File: config.mk
export PLATFORM = sky130hd
export DESIGN_NAME = mmdia_top
export DESIGN_NICKNAME = d
export VERILOG_FILES = /design/src/hw/mmdia_addr_reg.v /design/src/hw/mmdia_top.v
export VERILOG_INCLUDE_DIRS = /design/src /design/src/hw
export SDC_FILE = /design/constraint.sdc
export NUM_CORES = 1
export LEC_CHECK = 0
export BUFFER_PORTS_ARGS = -buffer_cell sky130_fd_sc_hd__buf_2
export CAP_MARGIN = 20
export CORE_ASPECT_RATIO = 0.75
export CORE_MARGIN = 5
export CORE_UTILIZATION = 32
export CTS_BUF_LIST = sky130_fd_sc_hd__clkbuf_4
export DETAILED_ROUTE_END_ITERATION = 10
export PLACE_DENSITY = 0.6
export SLEW_MARGIN = 20
export SYNTH_ARGS = -nofsm -noshare
export SYNTH_HDL_FRONTEND = slang
export SYNTH_HIERARCHICAL = 1
export SYNTH_SLANG_ARGS = --single-unit
File: constraint.sdc
create_clock -name clk_sys -period 3.8 [get_ports clk_sys]
set_input_delay 0 -clock clk_sys [delete_from_list [all_inputs] [get_ports clk_sys]]
set_output_delay 0 -clock clk_sys [all_outputs]
set_load 0.02 [all_outputs]
File: src/hw/mmdia_regs.vh
/*
 * constants for the indirect extended-register access block:
 * management register numbers, control word fields, access functions,
 * supported device spaces and reset values.
 * assumes it is included by bare name from design files under hw/.
 */
`ifndef MMDIA_REGS_VH
`define MMDIA_REGS_VH

// direct management register numbers (5-bit register field of a frame)
`define MMDIA_REG_ACCESS_CTRL   5'h0D
`define MMDIA_REG_ADDRESS_DATA  5'h0E

// access control word layout
`define MMDIA_FUNC_MSB          15
`define MMDIA_FUNC_LSB          14
`define MMDIA_SPACE_MSB         4
`define MMDIA_SPACE_LSB         0

// access functions
`define MMDIA_FUNC_ADDRESS      2'h0
`define MMDIA_FUNC_DATA         2'h1
`define MMDIA_FUNC_INC_RW       2'h2
`define MMDIA_FUNC_INC_WR       2'h3

// supported device-space selects
`define MMDIA_SPACE_VENDOR      5'h1F
`define MMDIA_SPACE_PMA         5'h01
`define MMDIA_SPACE_VS3         5'h03
`define MMDIA_SPACE_VS7         5'h07

// reset values and step
`define MMDIA_CTRL_RESET        16'h0000
`define MMDIA_ADDR_RESET        16'h0000
`define MMDIA_DATA_ZERO         16'h0000
`define MMDIA_ADDR_STEP         16'h0001
`define MMDIA_SPACE_RESET       5'h00

`endif

File: src/hw/mmdia_addr_reg.v
/*
 * extended address register: 16-bit store with load and post increment.
 * assumes load and increment come from the same clock domain and are
 * never both asserted in one cycle (load wins if they are).
 */
`timescale 1ns/1ps
`default_nettype none
`include "mmdia_regs.vh"

module mmdia_addr_reg (
    input  wire        clk_sys,
    input  wire        rst_b,
    input  wire        load,
    input  wire [15:0] load_val,
    input  wire        inc,
    output wire [15:0] addr
);

    reg  [15:0] addr_ff;
    reg  [15:0] nxt_addr;

    // load has priority; increment wraps all-ones back to zero
    always @* begin
        nxt_addr = addr_ff;
        if (load) begin
            nxt_addr = load_val;
        end else if (inc) begin
            nxt_addr = addr_ff + `MMDIA_ADDR_STEP;
        end
    end

    // cleared on device reset
    always @(posedge clk_sys or negedge rst_b) begin
        if (!rst_b) begin
            addr_ff <= `MMDIA_ADDR_RESET;
        end else begin
            addr_ff <= nxt_addr;
        end
    end

    assign addr = addr_ff;

endmodule // mmdia_addr_reg

`default_nettype wire

File: src/hw/mmdia_top.v
/*
 * indirect access to the extended register spaces through two directly
 * addressed management registers (access control and address/data).
 * assumes the serial management frame decoder runs on clk_sys and hands
 * each decoded access over as a one-cycle request, and that the extended
 * register file answers each request with a one-cycle ack on clk_sys.
 */
`timescale 1ns/1ps
`default_nettype none
`include "mmdia_regs.vh"

module mmdia_top (
    input  wire        clk_sys,
    input  wire        rst_b,
    // management register access from the frame decoder
    input  wire        mgmt_req,
    input  wire        mgmt_wr,
    input  wire [4:0]  mgmt_reg,
    input  wire [15:0] mgmt_wdata,
    output wire        mgmt_busy,
    output wire        mgmt_ack,
    output wire [15:0] mgmt_rdata,
    // extended register file access
    output wire        ext_req,
    output wire        ext_wr,
    output wire [4:0]  ext_space,
    output wire [15:0] ext_addr,
    output wire [15:0] ext_wdata,
    input  wire        ext_ack,
    input  wire [15:0] ext_rdata,
    // state visible to the rest of the device
    output wire [15:0] mmd_access_control,
    output wire [15:0] extended_address
);

    // one-hot states
    localparam [1:0] ST_IDLE = 2'b01;
    localparam [1:0] ST_EXT  = 2'b10;

    reg  [1:0]  state_ff;
    reg  [1:0]  nxt_state;
    reg  [15:0] ctrl_ff;
    reg  [15:0] nxt_ctrl;
    reg         ack_ff;
    reg         nxt_ack;
    reg  [15:0] rdata_ff;
    reg  [15:0] nxt_rdata;
    reg         ext_req_ff;
    reg         nxt_ext_req;
    reg         ext_wr_ff;
    reg         nxt_ext_wr;
    reg  [4:0]  ext_space_ff;
    reg  [4:0]  nxt_ext_space;
    reg  [15:0] ext_wdata_ff;
    reg  [15:0] nxt_ext_wdata;
    reg         addr_load;
    reg         addr_inc;

    wire [15:0] addr_cur;
    wire [1:0]  func;
    wire [4:0]  space;
    wire        space_ok;
    wire        hit_ctrl;
    wire        hit_addat;

    // control word fields
    // the function is read live from the control word, never copied
    assign func  = ctrl_ff[`MMDIA_FUNC_MSB:`MMDIA_FUNC_LSB];
    assign space = ctrl_ff[`MMDIA_SPACE_MSB:`MMDIA_SPACE_LSB];

    // only the four implemented spaces are honoured; pma is one of them
    // a bad space still lets the control word be rewritten, see the sequencer
    assign space_ok = (space == `MMDIA_SPACE_VENDOR) ||
                      (space == `MMDIA_SPACE_PMA)    ||
                      (space == `MMDIA_SPACE_VS3)    ||
                      (space == `MMDIA_SPACE_VS7);

    // direct register decode
    // other register numbers are answered but have no effect here
    assign hit_ctrl  = (mgmt_reg == `MMDIA_REG_ACCESS_CTRL);
    assign hit_addat = (mgmt_reg == `MMDIA_REG_ADDRESS_DATA);

    // extended address register, shared by all spaces
    mmdia_addr_reg u_addr (
        .clk_sys  (clk_sys),
        .rst_b    (rst_b),
        .load     (addr_load),
        .load_val (mgmt_wdata),
        .inc      (addr_inc),
        .addr     (addr_cur)
    );

    // access sequencer: direct accesses finish in one cycle, data accesses
    // wait for the extended register file; no new request is taken while
    // waiting, so the address cannot move under an access in flight
    // limitation: a request that arrives while busy is dropped, so the
    // decoder must watch mgmt_busy and hold or retry its access
    always @* begin
        nxt_state     = state_ff;
        nxt_ctrl      = ctrl_ff;
        nxt_ack       = 1'b0;
        nxt_rdata     = rdata_ff;
        nxt_ext_req   = ext_req_ff;
        nxt_ext_wr    = ext_wr_ff;
        nxt_ext_space = ext_space_ff;
        nxt_ext_wdata = ext_wdata_ff;
        addr_load     = 1'b0;
        addr_inc      = 1'b0;
        case (state_ff)
            ST_IDLE: begin
                if (mgmt_req) begin
                    nxt_ack   = 1'b1;
                    nxt_rdata = `MMDIA_DATA_ZERO;
                    if (hit_ctrl) begin
                        // control is always writable so a bad space can be corrected
                        if (mgmt_wr) begin
                            nxt_ctrl = mgmt_wdata;
                        end else begin
                            nxt_rdata = ctrl_ff;
                        end
                    end else if (hit_addat && space_ok) begin
                        if (func == `MMDIA_FUNC_ADDRESS) begin
                            if (mgmt_wr) begin
                                addr_load = 1'b1;
                            end else begin
                                nxt_rdata = addr_cur;
                            end
                        end else begin
                            // data function: hand over to the extended file
                            nxt_ack       = 1'b0;
                            nxt_state     = ST_EXT;
                            nxt_ext_req   = 1'b1;
                            nxt_ext_wr    = mgmt_wr;
                            nxt_ext_space = space;
                            nxt_ext_wdata = mgmt_wdata;
                        end
                    end
                    // other direct registers and ignored accesses read as zero
                end
            end
            ST_EXT: begin
                // ext_ack only counts while a request is out; the state alone says so
                if (ext_ack) begin
                    nxt_ack     = 1'b1;
                    nxt_state   = ST_IDLE;
                    nxt_ext_req = 1'b0;
                    if (!ext_wr_ff) begin
                        nxt_rdata = ext_rdata;
                    end
                    // post increment once the access is complete
                    // the wrap at all ones is left to the address register module
                    if (func == `MMDIA_FUNC_INC_RW) begin
                        addr_inc = 1'b1;
                    end else if (func == `MMDIA_FUNC_INC_WR) begin
                        addr_inc = ext_wr_ff;
                    end
                end
            end
            default: begin
                nxt_state   = ST_IDLE;
                nxt_ext_req = 1'b0;
            end
        endcase
    end

    // state and output registers
    // everything clears on reset so an access cut by reset leaves nothing half done
    always @(posedge clk_sys or negedge rst_b) begin
        if (!rst_b) begin
            state_ff     <= ST_IDLE;
            ctrl_ff      <= `MMDIA_CTRL_RESET;
            ack_ff       <= 1'b0;
            rdata_ff     <= `MMDIA_DATA_ZERO;
            ext_req_ff   <= 1'b0;
            ext_wr_ff    <= 1'b0;
            ext_space_ff <= `MMDIA_SPACE_RESET;
            ext_wdata_ff <= `MMDIA_DATA_ZERO;
        end else begin
            state_ff     <= nxt_state;
            ctrl_ff      <= nxt_ctrl;
            ack_ff       <= nxt_ack;
            rdata_ff     <= nxt_rdata;
            ext_req_ff   <= nxt_ext_req;
            ext_wr_ff    <= nxt_ext_wr;
            ext_space_ff <= nxt_ext_space;
            ext_wdata_ff <= nxt_ext_wdata;
        end
    end

    // busy is combinational so the decoder can hold off its next request
    // rdata holds until the next request is taken, so a slow decoder can still pick it up
    assign mgmt_busy          = (state_ff == ST_EXT);
    assign mgmt_ack           = ack_ff;
    assign mgmt_rdata         = rdata_ff;
    assign ext_req            = ext_req_ff;
    assign ext_wr             = ext_wr_ff;
    assign ext_space          = ext_space_ff;
    assign ext_addr           = addr_cur; // stable: frozen while busy
    assign ext_wdata          = ext_wdata_ff;
    assign mmd_access_control = ctrl_ff;
    assign extended_address   = addr_cur;

endmodule // mmdia_top

`default_nettype wire

==> flow_metrics.py <==
metrics = {
    "run_status": {
        "status": "completed",
    },
    "worst_hold_path": {
        "hp-class": "primary input to register",
        "worst_hold_path.endpoint": "mgmt_rdata[12]",
        "worst_hold_startpoint": "mgmt_reg[1]",
        "min_delay_path_depth": 5,
    },
    "clocking": {
        "cts.path.max_buffers": 2,
        "cts_buffers": 9,
        "clock_net_sink_count": 73,
        "post_cts_setup_repair_buffer_count": 0,
        "cts.reportedPaths.clkPinSlew_ps": 120,
        "htree_levels": 3,
        "later_pin_clock_latency_in_the_skew_report_ps": 440,
        "clockRootBuffer": "sky130_fd_sc_hd__clkbuf_4",
        "cts_tree": "done",
    },
    "worst_setup_path": {
        "worstPathMaxFanout": 24,
        "timing.rr.end": "ext_space[2]",
        "r2r_cells": 4,
        "r2r_start": "mmd_access_control[3]",
        "critical_path.startpoint_type": "register",
        "arrival_ps": 2930,
        "critPathKind": "register to register",
        "critPathRequiredTime_ps": 4130,
        "worst_setup_path_end_kind": "register",
        "critical_path.slowest_cell": "sky130_fd_sc_hd__a21oi_2",
        "reg2reg_slack_ps": 1200,
        "worst_path_largest_cell_delay_ps": 670,
        "critical_path.cell_chain": "nand2_1, a21oi_2, nand4b_4, mux2_4",
    },
    "grt": {
        "grt.met2_usage": 0.245,
        "grtUsageMet3": 0.0517,
        "first_global_vias": 3462,
        "global_route.usage.met1": 0.241,
        "gr-total-overflow": 0,
        "grt_start_max_net_pins": 74,
        "most_used_routing_layer": "met2",
        "grtUsageTotal": 0.167,
        "grt_pass1_wl_mm": 19.5,
        "number_of_antenna_violations_at_the_first_check_in_global_routing": 0,
    },
    "placed_design": {
        "area_after_dpl_mm2": 0.00465,
        "detailedPlace.worstSlack_ps": 1220,
        "dp_hpwl_mm": 8.75,
        "gp_congestion": 0.858,
        "numPlacedInstances": 625,
        "io_buffers": 130,
    },
    "synth": {
        "yosysTopAreaCell": "sky130_fd_sc_hd__dfrtp_1",
        "synth_area_mm2": 0.00398,
        "number_of_flops_mapped_to_enable_cells_by_yosys": 0,
        "synth_top_cell_area_share": 0.452,
        "avgSynthCellArea_um2": 10.9,
        "seq_area_frac_synth": 0.459,
        "synth_compound_area_frac": 0.147,
        "yosys.area_share.xor_xnor": 0.0264,
        "synthesis.yosys.warnings": 6,
        "synth_top_family_by_area": "simple AND/OR/NAND/NOR gates",
        "synth_seq_cells": 73,
        "yosys-top-cells-area": "sky130_fd_sc_hd__dfrtp_1, sky130_fd_sc_hd__mux2_4, sky130_fd_sc_hd__a211oi_1",
        "simple_logic_cell_fraction_of_the_synthesized_area": 0.169,
        "ys_types": 49,
        "synth.area.mux_share": 0.120,
        "synthArstFlopShare": 1.00,
        "post_synth_fa_ha_maj_area_fraction": 0.00942,
        "yosys_most_used_dff": "sky130_fd_sc_hd__dfrtp_1",
        "synthesis.nets": 409,
        "synthesized_instance_count": 364,
    },
    "detailed_routing": {
        "wl_per_cell_um": 18.0,
        "drt-vias-per-instance": 5.07,
        "drt-initial-drc-count": 220,
        "detail_route.wirelength_mm": 12.2,
        "route.vias.total": 3431,
        "count_of_antenna_violating_nets_left_after_detailed_routing": 0,
        "drt_pass1_iterations": 5,
        "route.detailed.drc": 0,
    },
    "power": {
        "max_ir_drop_vdd_mv": 0.124,
        "power.total_mw": 1.72,
        "p_leak_nw": 2.54,
        "powerDensity_mw_per_mm2": 334,
    },
    "cells_and_area": {
        "final_nets": 551,
        "finalCoreUtilization": 0.422,
        "stdcell_area_mm2": 0.00516,
        "final_cell_mix": "sky130_fd_sc_hd__buf_2, sky130_fd_sc_hd__dfrtp_1, sky130_fd_sc_hd__dlygate4sd3_1",
        "final_common_cell": "sky130_fd_sc_hd__buf_2",
        "final_cell_count_no_fill": 677,
        "drive_above_1_share": 0.403,
        "area.growth.synth_to_final_pct": 29.6,
        "n_antenna_cell": 0,
    },
    "sta": {
        "slew_headroom": 0.378,
        "final.hold.worst_slack_ps": 113,
        "setup-violations-final": 0,
        "setup_repair_after_global_routing_missed_its_margin": "no",
        "min_period_ps": 2600,
        "final.setup.worst_slack_ps": 1200,
        "final_hold_viol_count": 0,
        "worst_slew_pin_slew_ps": 933,
        "timing_max_transition_violations_final": 0,
        "setup-tns-final_ps": 0,
        "final.setup_skew_ps": 11.6,
        "period_share": 0.683,
        "fmax_mhz": 385,
    },
    "die": {
        "coreArea_mm2": 0.0122,
        "starting_utilization_of_the_core_area": 0.326,
        "design.portCount": 131,
        "die_w_um": 139,
        "die_area_mm2": 0.0148,
        "die_extent_in_y_um": 107,
        "rows": 35,
    },
    "run": {
        "timing.max_cap.violations": 0,
    },
}
## Yosys cell counts (10+ instances only)
| master | n |
|---|---|
| sky130_fd_sc_hd__nor2_1 | 23 |
| sky130_fd_sc_hd__nand2_1 | 22 |
| sky130_fd_sc_hd__nand4_1 | 19 |
| sky130_fd_sc_hd__or3_1 | 16 |
| sky130_fd_sc_hd__a221oi_1 | 16 |
| sky130_fd_sc_hd__mux2_2 | 19 |
| sky130_fd_sc_hd__inv_1 | 10 |
| sky130_fd_sc_hd__mux2_4 | 17 |
| sky130_fd_sc_hd__dfrtp_1 | 72 |
| sky130_fd_sc_hd__a211oi_1 | 33 |
| sky130_fd_sc_hd__clkbuf_1 | 15 |
| sky130_fd_sc_hd__buf_4 | 18 |
| sky130_fd_sc_hd__o21ai_0 | 14 |
## state kept, by name, summed over array words and instances (netlist names)
signal and cells:
ext_wr 1, ext_wdata 16, ext_req 1, mgmt_rdata 16, state_ff 1, mgmt_ack 1
mmd_access_control 16, ext_space 5, u_addr/addr 16
## metal layers
layer | wire [µm] | vias to the layer above
met2 | 5280 | 124
met5 | 0 | -
met4 | 172 | 0
met3 | 785 | 20
met1 | 5940 | 1653
li1 | - | 1634
## layout make-up
cell class / count / area [µm²]
Clock inverter: 7 / 70.1
Timing Repair Buffer: 171 / 1050
Fill cell: 1207 / 7060
Inverter: 10 / 37.5
Tap cell: 166 / 208
Sequential cell: 73 / 1830
Clock buffer: 9 / 67.6
Multi-Input combinational cell: 241 / 1900
## cells by family (layout without fill, tap and decap cells)
logic type	after synthesis	count (layout)
XOR/XNOR	12	12
AND/OR/NAND/NOR	111	111
flip-flops	73	73
multiplexers	37	37
buffers and inverters	50	197
adder cells (fa/ha/maj)	3	3
AO/OA/AOI/OAI	78	78
## how the worst max path moves through the flow
| stage | from | cells after the start | slack [ps] | endpoint |
|---|---|---|---|---|
| 5_1_grt | mmd_access_control[3] | 4 | 1020 | ext_wdata[5] |
| 4_1_cts | mmd_access_control[3] | 4 | 1190 | ext_space[2] |
| 2_1_floorplan | ext_req | 9 | 1120 | u_addr/addr[15] |
| 3_5_place_dp | mmd_access_control[3] | 4 | 1220 | ext_space[2] |
| 3_3_place_gp | mmd_access_control[3] | 4 | 1290 | ext_wdata[12] |
| 6_report | mmd_access_control[3] | 4 | 1200 | ext_space[2] |
## critical path: cells and delay by family (launching register included)
family / cells / cell delay [ps]
compound gates: 1 / 670
mux: 1 / 500
simple gates: 2 / 740
flops: 1 / 560
## where the power goes
part	internal [mW]	total, mW	leakage [nW]	switching [mW]
logic	0.135	0.347	1.50	0.212
clock network	0.200	0.498	0.0761	0.298
registers	0.828	0.879	0.960	0.0506
total	1.16	1.72	2.54	0.561
## what timing repair did
action	in CTS	in global routing
gates resized for setup	0	0
endpoints found under the hold margin	140	0
hold buffers	36	0
Power figures use the tool's default switching activity.
